File: src/rtl/lsfs_pkg.sv
package lsfs_pkg;
    // ----------------------------------------
    // Clock and timing
    // ----------------------------------------
    localparam int CLK_HZ = 25_000_000;
    localparam int POR_NS = 100_000;
    localparam int POR_CYC = (POR_NS * (CLK_HZ / 1_000_000) + 999) / 1000;
    localparam int BLANK_NS = 7000;
    localparam int BLANK_CYC = (BLANK_NS * (CLK_HZ / 1_000_000) + 999) / 1000;
    localparam int HOLD_MS = 8;
    localparam int HOLD_CYC = HOLD_MS * (CLK_HZ / 1000);

    // ----------------------------------------
    // Register map
    // ----------------------------------------
    localparam int NSTR = 4;
    localparam logic [7:0] OFS_STR_LO = 8'h05;
    localparam logic [7:0] OFS_STR_HI = 8'h06;
    localparam logic [7:0] OFS_CHIP = 8'h07;
    localparam logic [7:0] STAT_RST = 8'h00;
    // String status fields, per string of a pair
    localparam int SB_UNUSED = 0;
    localparam int SB_OPEN = 1;
    localparam int SB_OV = 2;
    localparam int SB_STRIDE = 3;
    // Chip fault status fields
    localparam int CB_WARN = 0;
    localparam int CB_OTP = 1;
    localparam int CB_OC = 2;
    localparam int CB_OCS = 3;
endpackage : lsfs_pkg

File: src/rtl/lsfs_reg_if.sv
`timescale 1ns/1ps
`default_nettype none
// Register read path between serial slave and status logic
interface lsfs_reg_if;
    logic [7:0] ptr;   // Register pointer
    logic [7:0] rdata; // Data of pointed register
    logic rd_stb;      // One-cycle pulse: byte taken for reading
    modport slave (output ptr, output rd_stb, input rdata);
    modport regs (input ptr, input rd_stb, output rdata);
endinterface : lsfs_reg_if
`default_nettype wire

File: src/rtl/lsfs_tmr.sv
`timescale 1ns/1ps
`default_nettype none
// Retriggerable one-shot: busy for CYC cycles after the last load
module lsfs_tmr #(
    parameter int CYC = 16
) (
    input wire logic clk,
    input wire logic rst_n,
    input wire logic load,
    output logic busy
);
    localparam int W = $clog2(CYC + 1);
    logic [W-1:0] cnt_q; // Remaining cycles

    if (CYC < 1) begin : g_chk
        $error("lsfs_tmr: CYC must be at least 1");
    end

    // Load restarts, otherwise count down to zero
    always_ff @(posedge clk or negedge rst_n) begin
        if (!rst_n) begin
            cnt_q <= '0;
        end else if (load) begin
            cnt_q <= W'(CYC);
        end else if (cnt_q != '0) begin
            cnt_q <= cnt_q - 1'b1;
        end
    end

    assign busy = (cnt_q != '0);
endmodule : lsfs_tmr
`default_nettype wire

File: src/rtl/lsfs_i2c.sv
`timescale 1ns/1ps
`default_nettype none
// Two-wire slave: pointer write, then byte reads from the pointer
module lsfs_i2c #(
    parameter logic [6:0] SLAVE_ADDR = 7'h2a // Arbitrary value
) (
    input wire logic clk,
    input wire logic rst_n,
    input wire logic scl,
    input wire logic sda_i,
    output logic sda_o,
    output logic sda_oe,
    lsfs_reg_if.slave rif
);
    typedef enum logic [6:0] {
        S_IDLE = 7'h01, S_ADDR = 7'h02, S_ACKA = 7'h04, S_WR = 7'h08,
        S_ACKW = 7'h10, S_RD = 7'h20, S_ACKR = 7'h40
    } lsfs_i2c_st_t;
    lsfs_i2c_st_t st_q;
    logic scl_p_q, sda_p_q, mack_q, stb_q;
    logic [3:0] cnt_q;  // Bits taken in this byte
    logic [7:0] sh_q;   // Shift register
    logic [7:0] ptr_q;  // Register pointer

    // Line events
    wire rise = scl & ~scl_p_q;
    wire fall = ~scl & scl_p_q;
    wire start = scl & scl_p_q & sda_p_q & ~sda_i;
    wire stop = scl & scl_p_q & ~sda_p_q & sda_i;
    wire full = (cnt_q == 4'h8);

    // Byte engine, acts on clock edges of the line
    always_ff @(posedge clk or negedge rst_n) begin
        if (!rst_n) begin
            st_q <= S_IDLE;
            {scl_p_q, sda_p_q} <= 2'b11;
            {cnt_q, sh_q, ptr_q} <= '0;
            {sda_oe, mack_q, stb_q} <= '0;
        end else begin
            {scl_p_q, sda_p_q} <= {scl, sda_i};
            stb_q <= 1'b0;
            if (start) begin
                st_q <= S_ADDR;
                cnt_q <= '0;
                sda_oe <= 1'b0;
            end else if (stop) begin
                st_q <= S_IDLE;
                sda_oe <= 1'b0;
            end else if (rise) begin
                if (st_q == S_ACKR) begin
                    mack_q <= ~sda_i;
                end else if (st_q == S_ADDR || st_q == S_WR) begin
                    sh_q <= {sh_q[6:0], sda_i};
                end
                cnt_q <= cnt_q + 1'b1;
            end else if (fall) begin
                case (st_q)
                    S_ADDR: if (full) begin
                        st_q <= (sh_q[7:1] == SLAVE_ADDR) ? S_ACKA : S_IDLE;
                        sda_oe <= (sh_q[7:1] == SLAVE_ADDR);
                    end
                    S_ACKA, S_ACKR: begin
                        cnt_q <= '0;
                        if ((st_q == S_ACKA && sh_q[0]) || (st_q == S_ACKR && mack_q)) begin
                            st_q <= S_RD;
                            sh_q <= rif.rdata;
                            stb_q <= 1'b1;
                            sda_oe <= ~rif.rdata[7];
                        end else begin
                            st_q <= (st_q == S_ACKA) ? S_WR : S_IDLE;
                            sda_oe <= 1'b0;
                        end
                    end
                    S_WR: if (full) begin
                        ptr_q <= sh_q;
                        st_q <= S_ACKW;
                        sda_oe <= 1'b1;
                    end
                    S_ACKW: begin
                        st_q <= S_WR;
                        cnt_q <= '0;
                        sda_oe <= 1'b0;
                    end
                    S_RD: begin
                        sh_q <= {sh_q[6:0], 1'b0};
                        sda_oe <= full ? 1'b0 : ~sh_q[6];
                        if (full) begin
                            st_q <= S_ACKR;
                        end
                    end
                    default: st_q <= S_IDLE;
                endcase
            end
        end
    end

    assign sda_o = 1'b0;
    assign rif.ptr = ptr_q;
    assign rif.rd_stb = stb_q;
endmodule : lsfs_i2c
`default_nettype wire

File: src/rtl/lsfs_top.sv
`timescale 1ns/1ps
`default_nettype none
// Function
// RULE1: Over-temperature shuts down, sets status bit 1
// RULE2: Over-temperature bit clears after read, condition gone
// RULE3: Resume automatically when temperature falls back
// RULE4: Temperature warning sets status bit 0
// RULE5: Warning bit clears after read with warning low
// RULE6: Faults pull fault output low, extended hold; short latch-offs (short_q) do not drive the fault output
// RULE7: Open string latches off at overvoltage supply
// RULE8: After open latch, halt until drains, limit low
// RULE9: Short detection masked while active string reads open
// RULE10: Drain above short level cuts current reference
// RULE11: Latched strings release only on enable/power cycle
// RULE12: Grounded gate string is unused, never latched
// RULE13: Broken PWM line reported open at start-up
// RULE14: Over two active, regulated: short turns off
// RULE15: Single active string latches off on short
// RULE16: Short detection blanked after each PWM start
// RULE17: String current follows its own PWM input
// RULE18: Overvoltage limit stops, then resumes switching
// RULE19: Power-on clear releases after delay from rail
// RULE20: Overcurrent sets bit 2, clears after read
// RULE21: Per-string open and overvoltage bits stay latched
// RULE22: Overcurrent-shutdown bit clears after read and restart
module lsfs_top #(
    parameter int HOLD_CYC = lsfs_pkg::HOLD_CYC,
    parameter logic [6:0] SLAVE_ADDR = 7'h2a
) (
    input wire logic clk,
    input wire logic nrst,
    input wire logic en,
    input wire logic rail_ok,
    input wire logic ot_shdn,
    input wire logic ot_warn,
    input wire logic overcurrent_event,
    input wire logic overcurrent_shutdown,
    input wire logic [lsfs_pkg::NSTR-1:0] pwm_in,
    input wire logic [lsfs_pkg::NSTR-1:0] pwm_broken,
    input wire logic [lsfs_pkg::NSTR-1:0] drain_open,
    input wire logic [lsfs_pkg::NSTR-1:0] drain_ov,
    input wire logic [lsfs_pkg::NSTR-1:0] drain_short,
    input wire logic [lsfs_pkg::NSTR-1:0] gate_grounded,
    input wire logic led_at_ovp,
    input wire logic ovp_high,
    input wire logic drain_max_hi,
    input wire logic drain_low_ok,
    input wire logic scl,
    input wire logic sda_i,
    output logic sda_o,
    output logic sda_oe,
    output logic fault_output_n_o,
    output logic fault_output_n_oe,
    output logic converter_run,
    output logic [lsfs_pkg::NSTR-1:0] string_en,
    output logic [lsfs_pkg::NSTR-1:0] loop_include,
    output logic [lsfs_pkg::NSTR-1:0] cur_reduce
);
    import lsfs_pkg::*;

    if (HOLD_CYC < 9) begin : g_chk
        $error("lsfs_top: HOLD_CYC must be at least 9");
    end

    // ----------------------------------------
    // Helpers
    // ----------------------------------------
    // Number of set bits in a string vector
    function automatic logic [2:0] ones(input logic [NSTR-1:0] v);
        logic [2:0] n;
        n = '0;
        for (int i = 0; i < NSTR; i++) begin
            n = n + {2'b00, v[i]};
        end
        return n;
    endfunction : ones

    // Status byte for strings b and b+1
    function automatic logic [7:0] pair(input logic [NSTR-1:0] u, input logic [NSTR-1:0] o,
                                        input logic [NSTR-1:0] v, input int b);
        logic [7:0] r;
        r = STAT_RST;
        for (int k = 0; k < 2; k++) begin
            r[SB_UNUSED + k * SB_STRIDE] = u[b + k];
            r[SB_OPEN + k * SB_STRIDE] = o[b + k];
            r[SB_OV + k * SB_STRIDE] = v[b + k];
        end
        return r;
    endfunction : pair

    // ----------------------------------------
    // Reset release
    // ----------------------------------------
    logic rst_s_q, rst_n_q; // Two-stage release of nrst

    // Asynchronous assert, synchronous release
    always_ff @(posedge clk or negedge nrst) begin
        if (!nrst) begin
            {rst_n_q, rst_s_q} <= 2'b00;
        end else begin
            {rst_n_q, rst_s_q} <= {rst_s_q, 1'b1};
        end
    end

    // ----------------------------------------
    // Power-on clear
    // ----------------------------------------
    logic [11:0] por_cnt_q; // Cycles since rail ready
    logic por_done_q;       // Power-on clear released
    wire powered = en & rail_ok;
    wire por_end = powered & ~por_done_q & (por_cnt_q == 12'(POR_CYC - 1));

    // Count from rail ready; enable low restarts the sequence
    always_ff @(posedge clk or negedge rst_n_q) begin
        if (!rst_n_q) begin
            por_cnt_q <= '0;
            por_done_q <= 1'b0;
        end else if (!powered) begin
            por_cnt_q <= '0;
            por_done_q <= 1'b0;
        end else if (por_end) begin // see RULE19
            por_done_q <= 1'b1;
        end else if (!por_done_q) begin
            por_cnt_q <= por_cnt_q + 1'b1;
        end
    end

    // ----------------------------------------
    // String supervision
    // ----------------------------------------
    logic [NSTR-1:0] open_q;  // Open latch-off
    logic [NSTR-1:0] short_q; // Short latch-off
    logic [NSTR-1:0] ov_q;    // Drain overvoltage seen
    logic [NSTR-1:0] pwm_p_q; // Previous PWM level
    logic [NSTR-1:0] blank;   // Short detection blanked
    logic halt_q;             // Switching halted after open latch

    wire [NSTR-1:0] unused = gate_grounded; // see RULE12
    wire [NSTR-1:0] off = open_q | short_q;
    wire [NSTR-1:0] active = ~unused & ~off;
    wire [2:0] n_act = ones(active);
    wire mask = |(active & drain_open); // see RULE9
    // Short allowed: many regulated strings, or the last one
    wire short_arm = ~mask & ((n_act > 3'd2 && drain_low_ok) || n_act == 3'd1); // see RULE14
    wire [NSTR-1:0] short_set = drain_short & active & ~blank & {NSTR{short_arm}}; // see RULE15
    wire [NSTR-1:0] open_set = active & drain_open & {NSTR{led_at_ovp}}; // see RULE7
    wire [NSTR-1:0] pwm_bad = pwm_broken & ~unused & {NSTR{por_end}}; // see RULE13

    // Blanking after each PWM rising edge
    for (genvar gi = 0; gi < NSTR; gi++) begin : g_blank
        lsfs_tmr #(.CYC(BLANK_CYC)) u_blank (
            .clk(clk),
            .rst_n(rst_n_q),
            .load(pwm_in[gi] & ~pwm_p_q[gi]), // see RULE16
            .busy(blank[gi])
        );
    end

    // Latches hold until enable drops or power resets
    always_ff @(posedge clk or negedge rst_n_q) begin
        if (!rst_n_q) begin
            {open_q, short_q, ov_q, pwm_p_q} <= '0;
            halt_q <= 1'b0;
        end else if (!en) begin // see RULE11
            {open_q, short_q, ov_q} <= '0;
            pwm_p_q <= pwm_in;
            halt_q <= 1'b0;
        end else begin
            pwm_p_q <= pwm_in;
            open_q <= open_q | open_set | pwm_bad; // see RULE21
            short_q <= short_q | short_set;
            ov_q <= ov_q | (drain_ov & ~unused); // see RULE12
            // Set wins; release needs drains and limit pin low
            halt_q <= (|open_set) | (halt_q & (drain_max_hi | ovp_high)); // see RULE8
        end
    end

    // ----------------------------------------
    // Chip fault status
    // ----------------------------------------
    logic [3:0] cf_q; // Chip fault bits
    logic ocs_rd_q;   // Shutdown bit has been read
    logic rd_chip;    // Read of chip status register
    lsfs_reg_if rif ();

    assign rd_chip = rif.rd_stb & (rif.ptr == OFS_CHIP);

    // Live conditions set; a read clears only once the live one is gone
    always_ff @(posedge clk or negedge rst_n_q) begin
        if (!rst_n_q) begin
            cf_q <= STAT_RST[3:0];
            ocs_rd_q <= 1'b0;
        end else begin
            cf_q[CB_WARN] <= ot_warn | (cf_q[CB_WARN] & ~rd_chip); // see RULE4
            cf_q[CB_OTP] <= ot_shdn | (cf_q[CB_OTP] & ~rd_chip); // see RULE1
            cf_q[CB_OC] <= overcurrent_event | (cf_q[CB_OC] & ~rd_chip); // see RULE20
            // Shutdown bit waits for read and the restart
            cf_q[CB_OCS] <= overcurrent_shutdown | (cf_q[CB_OCS] & ~ocs_rd_q); // see RULE22
            ocs_rd_q <= cf_q[CB_OCS] & (ocs_rd_q | rd_chip);
        end
    end

    // ----------------------------------------
    // Register read data
    // ----------------------------------------
    assign rif.rdata = (rif.ptr == OFS_STR_LO) ? pair(unused, open_q, ov_q, 0) :
                       (rif.ptr == OFS_STR_HI) ? pair(unused, open_q, ov_q, 2) :
                       (rif.ptr == OFS_CHIP) ? {4'h0, cf_q} : STAT_RST;

    lsfs_i2c #(.SLAVE_ADDR(SLAVE_ADDR)) u_i2c (
        .clk(clk),
        .rst_n(rst_n_q),
        .scl(scl),
        .sda_i(sda_i),
        .sda_o(sda_o),
        .sda_oe(sda_oe),
        .rif(rif)
    );

    // ----------------------------------------
    // Fault output with hold
    // ----------------------------------------
    logic hold; // Hold after last fault
    wire fault_any = (|cf_q) | (|open_q) | (|ov_q);

    lsfs_tmr #(.CYC(HOLD_CYC)) u_hold (
        .clk(clk),
        .rst_n(rst_n_q),
        .load(fault_any),
        .busy(hold)
    );

    // ----------------------------------------
    // Converter and string drive
    // ----------------------------------------
    wire run_d = powered & por_done_q & ~ot_shdn & ~ovp_high & ~halt_q // see RULE18
                 & ~overcurrent_shutdown & (|(pwm_in & active)); // see RULE3
    wire [NSTR-1:0] en_d = pwm_in & active & {NSTR{powered & por_done_q & ~ot_shdn}}; // see RULE17

    // Converter, string and fault outputs registered
    always_ff @(posedge clk or negedge rst_n_q) begin
        if (!rst_n_q) begin
            converter_run <= 1'b0;
            {string_en, loop_include, cur_reduce} <= '0;
            fault_output_n_o <= 1'b0;
            fault_output_n_oe <= 1'b0;
        end else begin
            converter_run <= run_d;
            string_en <= en_d;
            loop_include <= active; // see RULE7
            cur_reduce <= drain_short & ~unused; // see RULE10
            fault_output_n_o <= 1'b0;
            fault_output_n_oe <= fault_any | hold; // see RULE6
        end
    end
endmodule : lsfs_top
`default_nettype wire

File: config.mk
export PLATFORM = sky130hd
export DESIGN_NAME = lsfs_top
export DESIGN_NICKNAME = d
export VERILOG_FILES = /design/src/rtl/lsfs_pkg.sv /design/src/rtl/lsfs_reg_if.sv /design/src/rtl/lsfs_tmr.sv /design/src/rtl/lsfs_i2c.sv /design/src/rtl/lsfs_top.sv
export SDC_FILE = /design/constraint.sdc
export NUM_CORES = 1
export LEC_CHECK = 0
export BUFFER_PORTS_ARGS = -buffer_cell sky130_fd_sc_hd__buf_2
export CAP_MARGIN = 10
export CORE_MARGIN = 4
export CORE_UTILIZATION = 60
export DETAILED_ROUTE_END_ITERATION = 8
export GPL_ROUTABILITY_DRIVEN = 0
export PLACE_DENSITY = 0.78
export SLEW_MARGIN = 0
export SYNTH_ARGS = -nofsm -noshare
export SYNTH_HDL_FRONTEND = slang
export SYNTH_SLANG_ARGS = --single-unit
File: constraint.sdc
create_clock -name clk -period 4.9 [get_ports clk]
set_input_delay 0.245 -clock clk [delete_from_list [all_inputs] [get_ports clk]]
set_output_delay 0.245 -clock clk [all_outputs]
set_load 0.01 [all_outputs]
==> reports/qor_table.md <==
| Metric | This run |
|:---|:---|
| Run status | completed |
| Max-cap check violation count | 0 |
| Deepest level of the CTS H-tree | 4 |
| Fraction of post-synthesis cell area in the top cell type by area | 49.1% |
| Number of remaining DRC errors | 0 |
| Overflow after GRT | 0 |
| Path category of the worst min-delay check | in -> async |
| Later-pin clock latency in the skew report | 0.53 ns |
| Most utilized layer in the global route result | met2 |
| Power density cells | 380 nW/um^2 |
| Average detailed-routed wire length per instance | 17.2 um |
| Layout cell share with drive strength beyond 1 | 16.9% |
| Post-Syn Instances | 656 |
| Type of element launching the critical path | flip-flop |
| Final max-slew violation count | 0 |
| Final number of setup-violating endpoints | 0 |
| Total chip power | 0.00301 W |
| Share of the cycle needed by the critical path after routing | 65.3% |
| Drt total wl | 15,300 um |
| Start-to-end type of the worst setup path | reg -> reg |
| Biggest cell delay along the critical path | 0.63 ns |
| Maximum clock path buffer count | 2 |
| FF+latch count, synth | 133 |
| Die extent in y | 113 um |
| Number of enable flip-flop cells after synthesis | 0 |
| Via count of the first global-routing pass | 5,487 |
| Remaining antenna violation count after routing | 0 |
| Inserted Diodes | 0 |
| Chip width | 113 um |
| Count of final hold-check violations | 0 |
| Post-CTS setup buffer count | 0 |
| CTS sink count | 133 |
| Met1 Usage GRT | 32.7% |
| Synthesized area per cell | 10.1 um^2 |
| Area delta synth->final | 19.8% |
| Worst clock skew on the final layout | 0.00898 ns |
| Top-Level Pins | 55 |
| Remaining max-slew budget at the tightest pin | 42.5% |
| Number of design-rule violations left by the first detailed-router iteration | 507 |
| Met3 usage | 6.31% |
| Via-per-instance ratio | 6.04 |
| Required time worst endpoint | 5.36 ns |
| Setup repair after global routing missed its margin | false |
| Most used cell along the critical path | sky130_fd_sc_hd__ha_1 |
| Final min period | 3.20 ns |
| Number of buffers inserted during clock tree synthesis | 17 |
| Series of cell instances along the critical path | nor3_1 > fa_1 > ha_1 > ha_1 > inv_1 > a21oi_1 > a211oi_1 > a41oi_1 > nor2b_1 |
| Leakage | 3.42 nW |
| Initial core utilization | 61.1% |
| 1st-pass router iterations | 5 |
| Dominant synthesized flop cell | sky130_fd_sc_hd__dfrtp_1 |
| Cell types with the largest area share after synthesis | sky130_fd_sc_hd__dfrtp_1 (49%), sky130_fd_sc_hd__mux2_2 (3.9%), sky130_fd_sc_hd__nand2_1 (3.4%), sky130_fd_sc_hd__nor2_1 (3.1%), sky130_fd_sc_hd__nor2b_1 (2.6%) |
| Cell chosen for the clock root | sky130_fd_sc_hd__clkbuf_8 |
| Synth async-reset ratio | 100% |
| Count of unique library cells instantiated by Yosys | 59 |
| # rows | 38 |
| GRT Overall Usage | 25.9% |
| Synthesis Warnings | 0 |
| Total of buffers placed on input and output ports | 52 |
| Worst voltage drop across the vdd grid | 0.000342 V |
| Fmax | 312 MHz |
| Sequential fraction of the synthesis area | 50.3% |
| Core ar. | 10,800 um^2 |
| Number of nets in the layout | 787 |
| Total number of vias | 5,375 |
| Dpl ws | 1.86 ns |
| Full die area | 12,800 um^2 |
| Highest net fanout along the worst path | 5 |
| Pin slew with the least headroom to its limit | 0.860 ns |
| Aggregate negative setup slack | 0 ns |
| Clock Pin Slew Worst Setup and Hold Paths | 0.06 ns |
| Largest net degree at the start of global routing | 67 |
| Hpwl dp | 10,300 um |
| Worst setup slack after layout | 1.70 ns |
| Type of element capturing the critical path | flip-flop |
| Arr. time, crit path | 3.66 ns |
| Area of the mapped netlist | 6620 um^2 |
| Clock tree from TritonCTS | yes |
| Met2 Usage GRT | 43.2% |
| Top cell type by total area after synthesis | sky130_fd_sc_hd__dfrtp_1 |
| Antenna violations before repair | 1 |
| First-pass GRT wire length | 26,300 um |
| Cell at the slowest stage of the critical path | sky130_fd_sc_hd__a211oi_1 |
[state kept, by name, indices dropped and copies added, names as in the netlist, 4 cells and up]
register               cells
cf_q                       4
cur_reduce                 4
g_blank.u_blank.cnt_q     32
loop_include               4
open_q                     4
ov_q                       4
por_cnt_q                 12
pwm_p_q                    4
short_q                    4
string_en                  4
u_hold.cnt_q              18
u_i2c.cnt_q                4
u_i2c.rif.ptr              8
u_i2c.sh_q                 8
u_i2c.st_q                 7
[kinds of logic after synthesis]
kind of cell | count (synthesis) | synth area share (%)
buffers and inverters | 44 | 2.76
AOI/OAI and AO/OA | 117 | 11.7
muxes | 30 | 4.97
DFF | 133 | 50.3
adders and majority gates | 12 | 2.38
xor gates and xnor gates | 33 | 4.37
and+or+nand+nor | 285 | 23.4
other | 2 | 0.113
[path summary, 6_finish.rpt]
path                                  from  cells past startpoint              end  slack, ns
worst max-delay path             open_q[1]                      9       short_q[1]       1.70
worst min-delay path                  nrst                      2          rst_n_q       0.03
worst max register to register   open_q[1]                      9       short_q[1]       1.70
worst min register to register     rst_s_q                      0          rst_n_q       0.36
max in group asynchronous          rst_n_q                      1  u_hold.cnt_q[6]       3.42
min in group clk                led_at_ovp                      3           halt_q       0.03
[final cells by class]
class                           instances  area (um^2)
Inverter                               26         97.6
Multi-Input combinational cell        480         3110
Clock inverter                         13          251
Sequential cell                       133         3340
Clock buffer                           19          442
Timing Repair Buffer                   79          520
Fill cell                             749         2910
Tap cell                              140          175
[Yosys cell counts, drive strengths merged (10+ instances only)]
cell and instances:
xnor2 14, nor2b 27, nor3 27, ha 11
o31ai 13, or3 18, nand2b 12, o21ai 27
nand3b 10, nand2 60, inv 26, and3 14
nor2 55, nand3 10, mux2 23, dfrtp 130
xor2 19, clkbuf 12, a21oi 22
[stage by stage]
step	std cells	utilization [%]	hold slack, ns	area, um^2
3_5_place_dp	833	64.5	0.0307	6990
5_1_grt	890	73.2	0.00975	7930
3_3_place_gp	833	64.5	0.0288	6990
2_1_floorplan	657	-	-0.0506	6630
4_1_cts	889	73.1	0.00413	7930
6_report	890	73.2	0.0253	7930
[power by group]
part / internal [W] / switching (W) / total (W)
Clock: 0.00101 / 0.000473 / 0.00148
Combinational: 0.000124 / 0.000147 / 0.000271
Sequential: 0.00118 / 0.0000843 / 0.00126
[routing by layer]
metal	vias to the layer above	part of all wire (%)
met1	2654	42
met4	2	1.5
li1	2509	-
met5	-	0.085
met3	31	5.5
met2	179	51
[cells in the final DEF, fill, tap and decap left out, types with 11 or more instances in the layout]
master                          netlist  layout
sky130_fd_sc_hd__xnor2_1             14      14
sky130_fd_sc_hd__buf_2                2      53
sky130_fd_sc_hd__xor2_1              19      19
sky130_fd_sc_hd__inv_1               26      26
sky130_fd_sc_hd__nor3_1              27      27
sky130_fd_sc_hd__nor2b_1             27      27
sky130_fd_sc_hd__nor2_1              55      55
sky130_fd_sc_hd__nand2_1             60      60
sky130_fd_sc_hd__o21ai_0             27      27
sky130_fd_sc_hd__mux2_2              23      23
sky130_fd_sc_hd__clkbuf_16            0      16
sky130_fd_sc_hd__nand2b_1            12      12
sky130_fd_sc_hd__a21oi_1             22      22
sky130_fd_sc_hd__or3_1               17      17
sky130_fd_sc_hd__o31ai_1             13      13
sky130_fd_sc_hd__dlygate4sd3_1        0      24
sky130_fd_sc_hd__dfrtp_1            130     129
sky130_fd_sc_hd__and3_1              14      14
sky130_fd_sc_hd__ha_1                11      11
[worst max-delay path: cells and delay by family (launching register included)]
family                   cells  cell delay [ns]
adder cells (fa/ha/maj)      3             0.96
AO/OA/AOI/OAI                3             0.92
AND/OR/NAND/NOR              2             0.76
flip-flops                   1             0.43
buffers and inverters        1             0.05
[repair_timing]
item / in CTS / in global routing
gates resized for setup: 0 / 0
hold buffers: 24 / 0
hold endpoints to repair: 22 / 0
Power figures use the tool's default switching activity.
